===== src/shared/olsc_consts.svh =====
// Offsets, field positions, masks, reset values and special field codes for the startup config register.
`ifndef OLSC_CONSTS_SVH
`define OLSC_CONSTS_SVH
`define OLSC_ADDR_W 12
`define OLSC_OFF_CFG 12'h084
`define OLSC_BIT_PARITY 31
`define OLSC_BIT_LIM_SRC 30
`define OLSC_DUTY_HI 29
`define OLSC_DUTY_LO 27
`define OLSC_THR_HI 26
`define OLSC_THR_LO 23
`define OLSC_ACC1_HI 22
`define OLSC_ACC1_LO 18
`define OLSC_ACC2_HI 17
`define OLSC_ACC2_LO 13
`define OLSC_HOFF_HI 12
`define OLSC_HOFF_LO 8
`define OLSC_BIT_AUTO_HOFF 7
`define OLSC_BIT_FC_ZERO 6
`define OLSC_MIND_HI 5
`define OLSC_MIND_LO 2
`define OLSC_WR_MASK 32'hffff_fffc
`define OLSC_RST_VAL 32'h0000_0000
`define OLSC_RSVD_READ 2'h0
`define OLSC_ACC_NO_LIMIT 5'h1f
`define OLSC_ACC_MAX_HZ 16'h7fff
`define OLSC_THR_RESERVED 4'h0
`endif


===== src/shared/olsc_pkg.sv =====
// Types shared by the open-loop startup configuration register block.
`default_nettype none
package olsc_pkg;
  typedef enum logic [1:0] {
    OLSC_IDLE = 2'b01,
    OLSC_ACCESS = 2'b10
  } olsc_state_t;
  typedef struct packed {
    logic parity;
    logic limit_source_sel;
    logic [2:0] duty_cap;
    logic [3:0] threshold_code;
    logic [4:0] accel_first_order;
    logic [4:0] accel_second_order;
    logic [4:0] handoff_freq;
    logic auto_handoff;
    logic first_cycle_zero;
    logic [3:0] min_duty;
  } olsc_cfg_t;
  typedef struct packed {
    logic limit_from_general;
    logic [6:0] duty_cap_pct;
    logic [3:0] threshold_tenths_v;
    logic threshold_reserved;
    logic [15:0] accel1_centi_hz_s;
    logic accel1_unlimited;
    logic accel2_unlimited;
    logic [9:0] handoff_hz;
    logic auto_handoff;
    logic first_cycle_zero;
  } olsc_ctrl_t;
endpackage : olsc_pkg
`default_nettype wire


===== src/verilog/olsc_startup_cfg.sv =====
// APB slave holding the open-loop startup configuration register and its decoded controls.
//
// Behaviour
// 32-bit register at offset 0x84; bit 31 parity, read/write.
// Bit 30 picks open-loop threshold field (0) or general limit (1).
// Bits 29-27 cap open-loop duty: 10,15,20,25,30,40,50,100 percent.
// Bits 26-23 threshold code; 0 reserved, 1-15 mean 0.1-1.5 V.
// Bits 22-18 first-order acceleration, codes 0-1Eh from 0.005 to 1000 Hz/s; the code decodes 0 as zero and saturates 1Dh and 1Eh at FFFFh.
// First-order code 1Fh means no limit, applied as 32767 Hz/s; the code sets accel1_unlimited and saturates accel1_centi_hz_s at FFFFh.
// Writable fields reset to zero; bits 1-0 reserved read-only.
// Bits 17-13 second-order acceleration, 1Fh means no limit.
// Bits 12-8 handoff frequency code, 1 Hz up to 600 Hz.
// Bit 7 auto handoff; bit 6 forces first-cycle frequency zero.
// Writes to reserved bits are ignored, other fields unaffected.
//
// Implementation choice: the APB register port.

`include "olsc_consts.svh"
`default_nettype none
module olsc_startup_cfg #(
  // Address width; the register offset must fit and the bus is at most a word wide.
  parameter int ADDR_W = `OLSC_ADDR_W
) (
  input wire logic clk_sys,
  input wire logic rstn,
  input wire logic psel,
  input wire logic penable,
  input wire logic pwrite,
  input wire logic [ADDR_W-1:0] paddr,
  input wire logic [31:0] pwdata,
  input wire logic [3:0] pstrb,
  output logic [31:0] prdata,
  output logic pready,
  output logic pslverr,
  output olsc_pkg::olsc_cfg_t cfg,
  output olsc_pkg::olsc_ctrl_t ctrl
);

  // Register storage and its next value.
  logic [31:0] cfg_reg;
  logic [31:0] cfg_next;
  // Bus answer flops; they change together so a master never sees them skewed.
  logic [31:0] prdata_reg;
  logic pready_reg;
  logic pslverr_reg;
  // Transfer phase: idle, or answering the access just taken.
  olsc_pkg::olsc_state_t state_reg;
  olsc_pkg::olsc_ctrl_t ctrl_reg;
  olsc_pkg::olsc_ctrl_t ctrl_next;
  // Address and write decode helpers.
  logic hit;
  logic wr_hit;
  logic [31:0] byte_mask;

  // Refuse an address width that cannot hold the register offset: the byte
  // address 0x84 needs eight bits, and a bus wider than a word is not served.
  if (ADDR_W < 8 || ADDR_W > 32)
  begin : g_bad_addr_w
    $error("olsc_startup_cfg: ADDR_W out of range");
  end

  // Duty cap in percent for a 3-bit code.
  // Code 7 jumps to full duty, which in effect removes the cap.
  function automatic logic [6:0] duty_pct(input logic [2:0] code);
    unique case (code)
      3'h0: duty_pct = 7'h0a;
      3'h1: duty_pct = 7'h0f;
      3'h2: duty_pct = 7'h14;
      3'h3: duty_pct = 7'h19;
      3'h4: duty_pct = 7'h1e;
      3'h5: duty_pct = 7'h28;
      3'h6: duty_pct = 7'h32;
      3'h7: duty_pct = 7'h64;
    endcase
  endfunction : duty_pct

  // Acceleration in hundredths of Hz/s; sub-hundredth steps round to zero,
  // and the unlimited code saturates the field at its ceiling.
  // Codes 1Dh and 1Eh saturate as well, since their rates do not fit in hundredths;
  // a user needing the unlimited case must look at accel1_unlimited instead.
  function automatic logic [15:0] accel_centi(input logic [4:0] code);
    unique case (code)
      5'h00: accel_centi = 16'h0000;
      5'h01: accel_centi = 16'h0001;
      5'h02: accel_centi = 16'h0002;
      5'h03: accel_centi = 16'h0005;
      5'h04: accel_centi = 16'h000a;
      5'h05: accel_centi = 16'h0019;
      5'h06: accel_centi = 16'h0032;
      5'h07: accel_centi = 16'h0064;
      5'h08: accel_centi = 16'h00fa;
      5'h09: accel_centi = 16'h01f4;
      5'h0a: accel_centi = 16'h02ee;
      5'h0b: accel_centi = 16'h03e8;
      5'h0c: accel_centi = 16'h04e2;
      5'h0d: accel_centi = 16'h05dc;
      5'h0e: accel_centi = 16'h07d0;
      5'h0f: accel_centi = 16'h0bb8;
      5'h10: accel_centi = 16'h0fa0;
      5'h11: accel_centi = 16'h1388;
      5'h12: accel_centi = 16'h1770;
      5'h13: accel_centi = 16'h1d4c;
      5'h14: accel_centi = 16'h2710;
      5'h15: accel_centi = 16'h30d4;
      5'h16: accel_centi = 16'h3a98;
      5'h17: accel_centi = 16'h445c;
      5'h18: accel_centi = 16'h4e20;
      5'h19: accel_centi = 16'h61a8;
      5'h1a: accel_centi = 16'h7530;
      5'h1b: accel_centi = 16'h9c40;
      5'h1c: accel_centi = 16'hc350;
      5'h1d: accel_centi = 16'hffff;
      5'h1e: accel_centi = 16'hffff;
      5'h1f: accel_centi = 16'hffff;
    endcase
  endfunction : accel_centi

  // Handoff frequency in Hz for a 5-bit code.
  // Pure arithmetic in three linear pieces, so no table of 32 entries is needed.
  function automatic logic [9:0] handoff_hz(input logic [4:0] code);
    // Code 0 is the lone 1 Hz point below the linear pieces.
    if (code == 5'h00)
    begin
      handoff_hz = 10'h001;
    end
    // Codes 1 to 0Ah step by 4 Hz.
    else if (code <= 5'h0a)
    begin
      handoff_hz = {3'h0, code, 2'h0};
    end
    // Codes 0Bh to 14h step by 5 Hz from 45 Hz.
    else if (code <= 5'h14)
    begin
      handoff_hz = 10'(({5'h0, code} - 10'h00a) * 10'h005 + 10'h028);
    end
    // Codes 15h to 1Fh step by 50 Hz from 100 Hz.
    else
    begin
      handoff_hz = 10'(({5'h0, code} - 10'h015) * 10'h032 + 10'h064);
    end
  endfunction : handoff_hz

  // Only the one word decodes; any other address is answered with an error.
  assign hit = (paddr == ADDR_W'(`OLSC_OFF_CFG));

  // A write lands only at the edge where the master sees pready, so an access
  // that has not yet been answered cannot disturb the register.
  assign wr_hit = psel && penable && pwrite && hit && (state_reg == olsc_pkg::OLSC_ACCESS);

  // Byte strobes select which lanes of the word a write may touch.
  // A strobe of zero leaves the whole word alone.
  always_comb
  begin
    for (int i = 0; i < 4; i++)
    begin
      byte_mask[i*8 +: 8] = {8{pstrb[i]}};
    end
  end

  // reserved bits masked
  // Bits 1:0 lie outside the write mask, so no write can ever set them.
  always_comb
  begin
    cfg_next = cfg_reg;
    if (wr_hit)
    begin
      cfg_next = (cfg_reg & ~(byte_mask & `OLSC_WR_MASK)) | (pwdata & byte_mask & `OLSC_WR_MASK);
    end
  end

  // R1 register storage
  // reset to zero
  // Asynchronous reset so the fields are defined before the first clock edge.
  always_ff @(posedge clk_sys or negedge rstn)
  begin
    if (!rstn)
    begin
      cfg_reg <= `OLSC_RST_VAL;
    end
    else
    begin
      cfg_reg <= cfg_next;
    end
  end

  // Every access takes one wait state so pready comes from a flip-flop.
  // The trade is one extra cycle per access for a clean, registered answer.
  always_ff @(posedge clk_sys or negedge rstn)
  begin
    if (!rstn)
    begin
      state_reg <= olsc_pkg::OLSC_IDLE;
      pready_reg <= 1'b0;
      pslverr_reg <= 1'b0;
      prdata_reg <= 32'h0000_0000;
    end
    else
    begin
      unique case (state_reg)
        olsc_pkg::OLSC_IDLE:
        begin
          // The first access-phase edge is taken; the answer stands on the next.
          if (psel && penable)
          begin
            state_reg <= olsc_pkg::OLSC_ACCESS;
            pready_reg <= 1'b1;
            pslverr_reg <= !hit;
            // Refused and write accesses answer zero so stale data never leaks.
            // reserved reads zero
            prdata_reg <= (hit && !pwrite) ?
              {cfg_reg[31:2], `OLSC_RSVD_READ} : 32'h0000_0000;
          end
        end
        olsc_pkg::OLSC_ACCESS:
        begin
          // The answer lasts one cycle; the master releases the bus at this edge.
          state_reg <= olsc_pkg::OLSC_IDLE;
          pready_reg <= 1'b0;
          pslverr_reg <= 1'b0;
        end
        default:
        begin
          // An illegal state code falls back to idle with no answer pending.
          state_reg <= olsc_pkg::OLSC_IDLE;
          pready_reg <= 1'b0;
          pslverr_reg <= 1'b0;
        end
      endcase
    end
  end

  // Decoded controls for the startup sequencer.
  // Decoding the next value keeps ctrl aligned with cfg on the same edge.
  always_comb
  begin
    // limit source
    ctrl_next.limit_from_general = cfg_next[`OLSC_BIT_LIM_SRC];
    // duty cap decode
    ctrl_next.duty_cap_pct = duty_pct(cfg_next[`OLSC_DUTY_HI:`OLSC_DUTY_LO]);
    // Amperes follow downstream from this voltage and the current sense gain.
    // threshold code
    ctrl_next.threshold_tenths_v = cfg_next[`OLSC_THR_HI:`OLSC_THR_LO];
    ctrl_next.threshold_reserved =
      (cfg_next[`OLSC_THR_HI:`OLSC_THR_LO] == `OLSC_THR_RESERVED);
    // Sub-hundredth rates round to zero in this unit.
    // first-order rate
    ctrl_next.accel1_centi_hz_s = accel_centi(cfg_next[`OLSC_ACC1_HI:`OLSC_ACC1_LO]);
    // unlimited acceleration
    ctrl_next.accel1_unlimited =
      (cfg_next[`OLSC_ACC1_HI:`OLSC_ACC1_LO] == `OLSC_ACC_NO_LIMIT);
    // Only the unlimited flag is decoded; the rate code stays raw in cfg.
    // second-order limit
    ctrl_next.accel2_unlimited =
      (cfg_next[`OLSC_ACC2_HI:`OLSC_ACC2_LO] == `OLSC_ACC_NO_LIMIT);
    // The arithmetic cannot wrap, since the codes stop at 1Fh.
    // handoff frequency
    ctrl_next.handoff_hz = handoff_hz(cfg_next[`OLSC_HOFF_HI:`OLSC_HOFF_LO]);
    // Auto handoff overrides the threshold field in the sequencer.
    // handoff and first cycle
    ctrl_next.auto_handoff = cfg_next[`OLSC_BIT_AUTO_HOFF];
    ctrl_next.first_cycle_zero = cfg_next[`OLSC_BIT_FC_ZERO];
  end

  // Controls are registered so the sequencer sees glitch-free values.
  // Reset values are the decodes of an all-zero register, so ctrl agrees with cfg.
  always_ff @(posedge clk_sys or negedge rstn)
  begin
    if (!rstn)
    begin
      ctrl_reg <= '0;
      ctrl_reg.duty_cap_pct <= 7'h0a;
      ctrl_reg.threshold_reserved <= 1'b1;
      ctrl_reg.handoff_hz <= 10'h001;
    end
    else
    begin
      ctrl_reg <= ctrl_next;
    end
  end

  // Bus answers and decoded controls leave straight from their flip-flops.
  assign prdata = prdata_reg;
  assign pready = pready_reg;
  assign pslverr = pslverr_reg;
  assign ctrl = ctrl_reg;

  // Raw fields straight from the storage flip-flops.
  // One process drives the whole struct, so no member has a second driver.
  always_comb
  begin
    cfg.parity = cfg_reg[`OLSC_BIT_PARITY];
    cfg.limit_source_sel = cfg_reg[`OLSC_BIT_LIM_SRC];
    cfg.duty_cap = cfg_reg[`OLSC_DUTY_HI:`OLSC_DUTY_LO];
    cfg.threshold_code = cfg_reg[`OLSC_THR_HI:`OLSC_THR_LO];
    cfg.accel_first_order = cfg_reg[`OLSC_ACC1_HI:`OLSC_ACC1_LO];
    cfg.accel_second_order = cfg_reg[`OLSC_ACC2_HI:`OLSC_ACC2_LO];
    cfg.handoff_freq = cfg_reg[`OLSC_HOFF_HI:`OLSC_HOFF_LO];
    cfg.auto_handoff = cfg_reg[`OLSC_BIT_AUTO_HOFF];
    cfg.first_cycle_zero = cfg_reg[`OLSC_BIT_FC_ZERO];
    cfg.min_duty = cfg_reg[`OLSC_MIND_HI:`OLSC_MIND_LO];
  end

endmodule : olsc_startup_cfg
`default_nettype wire


===== config.mk =====
export PLATFORM = sky130hd
export DESIGN_NAME = olsc_startup_cfg
export DESIGN_NICKNAME = d
export VERILOG_FILES = /design/src/shared/olsc_pkg.sv /design/src/verilog/olsc_startup_cfg.sv
export VERILOG_INCLUDE_DIRS = /design/src /design/src/shared
export SDC_FILE = /design/constraint.sdc
export NUM_CORES = 1
export LEC_CHECK = 0
export BUFFER_PORTS_ARGS = -buffer_cell sky130_fd_sc_hd__buf_2
export CAP_MARGIN = 20
export CORE_MARGIN = 3
export CORE_UTILIZATION = 29
export CTS_BUF_LIST = sky130_fd_sc_hd__clkbuf_16
export CTS_CLUSTER_SIZE = 14
export DETAILED_ROUTE_END_ITERATION = 10
export SYNTH_ARGS = -nofsm -noshare
export SYNTH_HDL_FRONTEND = slang
export SYNTH_SLANG_ARGS = --single-unit
export TNS_END_PERCENT = 30

===== constraint.sdc =====
create_clock -name clk_sys -period 6.79 [get_ports clk_sys]
set_input_delay 0.679 -clock clk_sys [delete_from_list [all_inputs] [get_ports clk_sys]]
set_output_delay 0.679 -clock clk_sys [all_outputs]
set_load 0.05 [all_outputs]

# After elaboration in Yosys (flattened, before gate mapping)
# Memories as Yosys holds them, arrays and structs flattened. A register that Yosys moved wholly into a read port is not among the register bits.
# Index checks and enable logic that the tools add are counted.
[op_classes]
addsub = 4
multipliers = 2
order_cmp = 2
eq_ne = 6
n_mux = 11
bitwise = 4
reduce_logical = 12
[op_table]
columns = ["op", "n"]
rows = [
  ["$and A32 B32 Y32", 2],
  ["$mux W32", 1],
  ["$not A32 Y32", 1],
  ["$or A32 B32 Y32", 1],
  ["$mux W31", 1],
  ["$mux W10", 3],
  ["$eq A12 B8 Y1 const B", 1],
  ["$add A10 B6 Y10 const B", 1],
  ["$add A10 B7 Y10 const B", 1],
  ["$eq A5 B5 Y1 const B", 2],
  ["$mul A10 B5 Y9 const B", 1],
  ["$mul A6 B4 Y10 const B", 1],
  ["$sub A5 B4 Y6 const B", 1],
  ["$sub A5 B5 Y6 const B", 1],
  ["$le A5 B4 Y1 const B", 1],
  ["$le A5 B5 Y1 const B", 1],
  ["$logic_and A1 B1 Y1", 5],
  ["$logic_not A5 Y1", 1],
  ["$logic_not A1 Y1", 4],
  ["$logic_not A4 Y1", 1],
  ["$mux W1", 4],
  ["$mux W2", 2],
  ["$eq A2 B1 Y1 const B", 1],
  ["$eq A2 B2 Y1 const B", 1],
  ["other kinds (2)", 2],
]
[totals]
reg_bits = 88
mem_bits_ro = 568
in_bits = 53
elab_cells = 57
mem_count = 2
[mem_list]
columns = ["name", "depth", "word_bits", "rd", "rd_ports_with_merged_regs", "write_ports", "line", "rtl"]
rows = [
  ["(name not given)", 32, 16, 1, 1, 0, "olsc_startup_cfg.sv:82", "unique case (code)"],
  ["(name not given)", 8, 7, 1, 1, 0, "olsc_startup_cfg.sv:65", "unique case (code)"],
]

# Depth between registers and ports, before layout
[logic_depth]
depth_word = 11
ltp_mapped = 22

# Least setup slack after synthesis
# No wires, ideal clock.
[synth_timing]
path_type = "in2reg"
start = "input paddr[8]"
end = "register ctrl_reg (netlist bit ctrl[11])"
arrival_time_ns = 4.957
required_ns = 6.670
slack_ns = 1.712
path_stages = 19
n_path_buf = 1
path_cell_list = "nor4_4 -> nand3_2 -> o21ai_0 -> and2_1 -> clkbuf_1 -> inv_1 -> ha_1 -> a21oi_1 -> xnor2_1 -> ha_1 -> ha_1 -> fa_1 -> ha_1 -> a21o_1 -> a21oi_1 -> xnor2_1 -> xnor3_1 -> or3b_1 -> o211a_1"
[synth_lines]
columns = ["item", "line", "rtl"]
rows = [
  ["start, declared", "olsc_startup_cfg.sv:29", "input wire logic [ADDR_W-1:0] paddr,"],
  ["end signal, assigned", "olsc_startup_cfg.sv:277", "ctrl_reg <= ctrl_next;"],
  ["end, declared", "olsc_startup_cfg.sv:48", "olsc_pkg::olsc_ctrl_t ctrl_reg;"],
]

==> metrics.cfg <==
[cells_and_area]
drive_above_1_share_pct=36.57
fin_util_pct=36.93
nets=693
fillers=1770
largest_reg_flops=39
antenna_cells=0
syn_to_final_growth_pct=22.21

[synth]
syn_avg_cell_area_sq_um=11.45
synth_warnings=0
synth.distinct_cells=68
ys_seq_area_share_pct=46.55
netlist_area_sq_um=5335
synthFlopType=dfrtp_1
synth_edf_count=0
synthArstFlopShare_pct=100.0
syn_inst=466
synth_seq_cells=99

[worst_setup_path]
worstSetupPathType=input port to flip-flop
end_kind=flip-flop
cp.required_ns=7.02
worstSetupStartpointType=input port
arrival_ns=5.68
path_max_fanout=9

[sta]
fin_ws_ns=1.340
hold_viol_final=0
period_share_pct=80.27
max_slew.worst_pin.slew_ns=1.086
setup_viol=0
max_freq_mhz=183.5
report.final.slew_viol_count=0
min_period_ns=5.450
maxSlewHeadroom_pct=27.27
rsz0062_at_grt=no
finalSetupTns_ns=0
finalClockSkew_ns=0.007024

[power_and_ir_drop]
power_leakage_uw=0.003533
powerDensity_nw_per_um2=178.2
ir_drop_v=0.0001076
power_uw=1162

[floorplanning]
die_h_um=141.6
pin_count=160
initial_core_util_pct=30.22
die_w_um=141.6
core_area_sq_um=17660
die-area_sq_um=20060
placementRows=48

[global_routing]
grt_use_met3_pct=2.966
gr-max-usage-layer=met2
grt_max_degree=65
grt_pass1_wl_um=22430
antenna_found_initial=0
grt_use_total_pct=14.09
grt_overflow=0
grt_use_met1_pct=18.34
grt_pass1_vias=4138
grt_use_met2_pct=22.77

[detailed_routing]
dr.pass1.iters=4
avgViaCountPerCell=4.867
vias=4049
drt_iter0_drc=201
ant_nets=0
totalWireLength_um=13950
drc_errors=0
wl_per_cell_um=16.77

[clock_network]
clk_path_buf_depth=2
cts_max_level=3
clk_pin_slew_ns=0.07
post_cts_buffers=0
holdBufCountCts=0
cts_tree=built
cts_root_buf=clkbuf_16
clkLatencyLatePin_ns=0.35
cts.sinks=99
cts_resized=0
cts_inserted_buffers=9

[place]
place_ws_ns=0.9601
place_congestion=0.8721
hpwlAfterDp_um=10360
io_buffers=155

[job]
maxCapViolCount=0

[outcome]
status=completed

[hold_path]
hp-class=input port to asynchronous set/reset pin

[cell type report]
class / instances / area, sq um / share of cell area (%)
Tap cell: 225 / 281.5 / 4.318
Clock buffer: 9 / 225.2 / 3.454
Inverter: 29 / 113.9 / 1.746
Sequential cell: 99 / 2484 / 38.09
Multi-Input combinational cell: 306 / 2547 / 39.07
Timing Repair Buffer: 157 / 793.3 / 12.17
Clock inverter: 7 / 75.07 / 1.151
[placed cells by master (no fill, tap or decap), types with 7 or more instances in the layout]
cell	n
mux2i_1	9
clkbuf_16	9
o21ai_0	19
a21oi_1	17
buf_2	154
and2_1	7
dfrtp_1	94
a22o_1	30
xnor2_1	19
nand3_1	12
ha_1	33
nand2_1	27
mux2_2	17
inv_1	24
nor2_1	16
[cells by family after synthesis]
| kind of cell | synth area share [%] |
|---|---|
| other cells | 0.07029 |
| mux | 7.856 |
| buf+inv | 5.863 |
| xor+xnor | 4.198 |
| compound gates | 14.92 |
| simple gates | 10.93 |
| flops | 46.55 |
| fa+ha+maj | 9.616 |
[cells in the mapped netlist (4+ instances only)]
master / instances / area (sq um)
a22o_1: 30 / 262.8
nand2_1: 27 / 101.4
clkbuf_1: 11 / 41.29
and3_1: 4 / 25.02
dfstp_2: 5 / 131.4
mux2i_1: 9 / 90.09
buf_2: 6 / 30.03
inv_1: 23 / 86.33
and2_1: 7 / 43.79
mux2_2: 17 / 191.4
o211a_1: 4 / 40.04
xor2_1: 4 / 35.03
buf_4: 12 / 90.09
inv_2: 4 / 15.01
a211oi_1: 4 / 30.03
ha_1: 33 / 412.9
o21ai_1: 5 / 25.02
mux2i_4: 4 / 90.09
a21o_1: 5 / 37.54
o22ai_1: 5 / 31.28
dfrtp_1: 94 / 2352
o21ai_0: 19 / 95.09
fa_1: 5 / 100.1
xnor2_1: 19 / 166.4
a21oi_1: 17 / 85.08
nand3_1: 12 / 60.06
nor2_1: 16 / 60.06
[worst paths after layout]
path,startpoint,end,slack (ns),depth (start not counted)
max,paddr[8],ctrl[11],1.34,19
min,rstn,ctrl[17],0.28,1
max reg2reg,state_reg[0],ctrl[11],1.37,18
min reg2reg,prdata[3],prdata[3],0.50,1
max in group asynchronous,rstn,prdata[6],5.36,2
min in group clk_sys,prdata[3],prdata[3],0.50,1
[critical path, cell delays in order]
cell     delay, ns
buf_2         0.11
nor4_4        0.29
nand3_2       0.30
o21ai_0       0.32
and2_1        0.38
inv_1         0.19
ha_1          0.24
a21oi_1       0.30
xnor2_1       0.22
ha_1          0.29
ha_1          0.32
fa_1          0.48
ha_1          0.35
a21o_1        0.17
a21oi_1       0.18
xnor2_1       0.15
xnor3_1       0.18
or3b_1        0.35
o211a_1       0.14
[per-stage QoR]
stage	cells	cell area, sq um	hold WS (ns)
4_1_cts	832	6520	0.2860
3_3_place_gp	816	6220	0.4841
6_report	832	6520	0.2790
3_5_place_dp	816	6220	0.4854
2_1_floorplan	467	5339	0.3834
5_1_grt	832	6520	0.2995
[power breakdown]
part           leakage, uW  internal, uW  switching [uW]
registers          0.00136           591           0.935
logic              0.00202          14.7            32.1
clock network     0.000149           288             235
[layer usage]
layer / share of wire (%) / vias to the layer above / routed length [um]
li1: - / 1919 / -
met1: 44 / 1978 / 6123
met2: 48 / 136 / 6669
met3: 6.3 / 16 / 877
met4: 2.0 / 0 / 280
met5: 0 / - / 0
(Power assumes the default switching activity.)
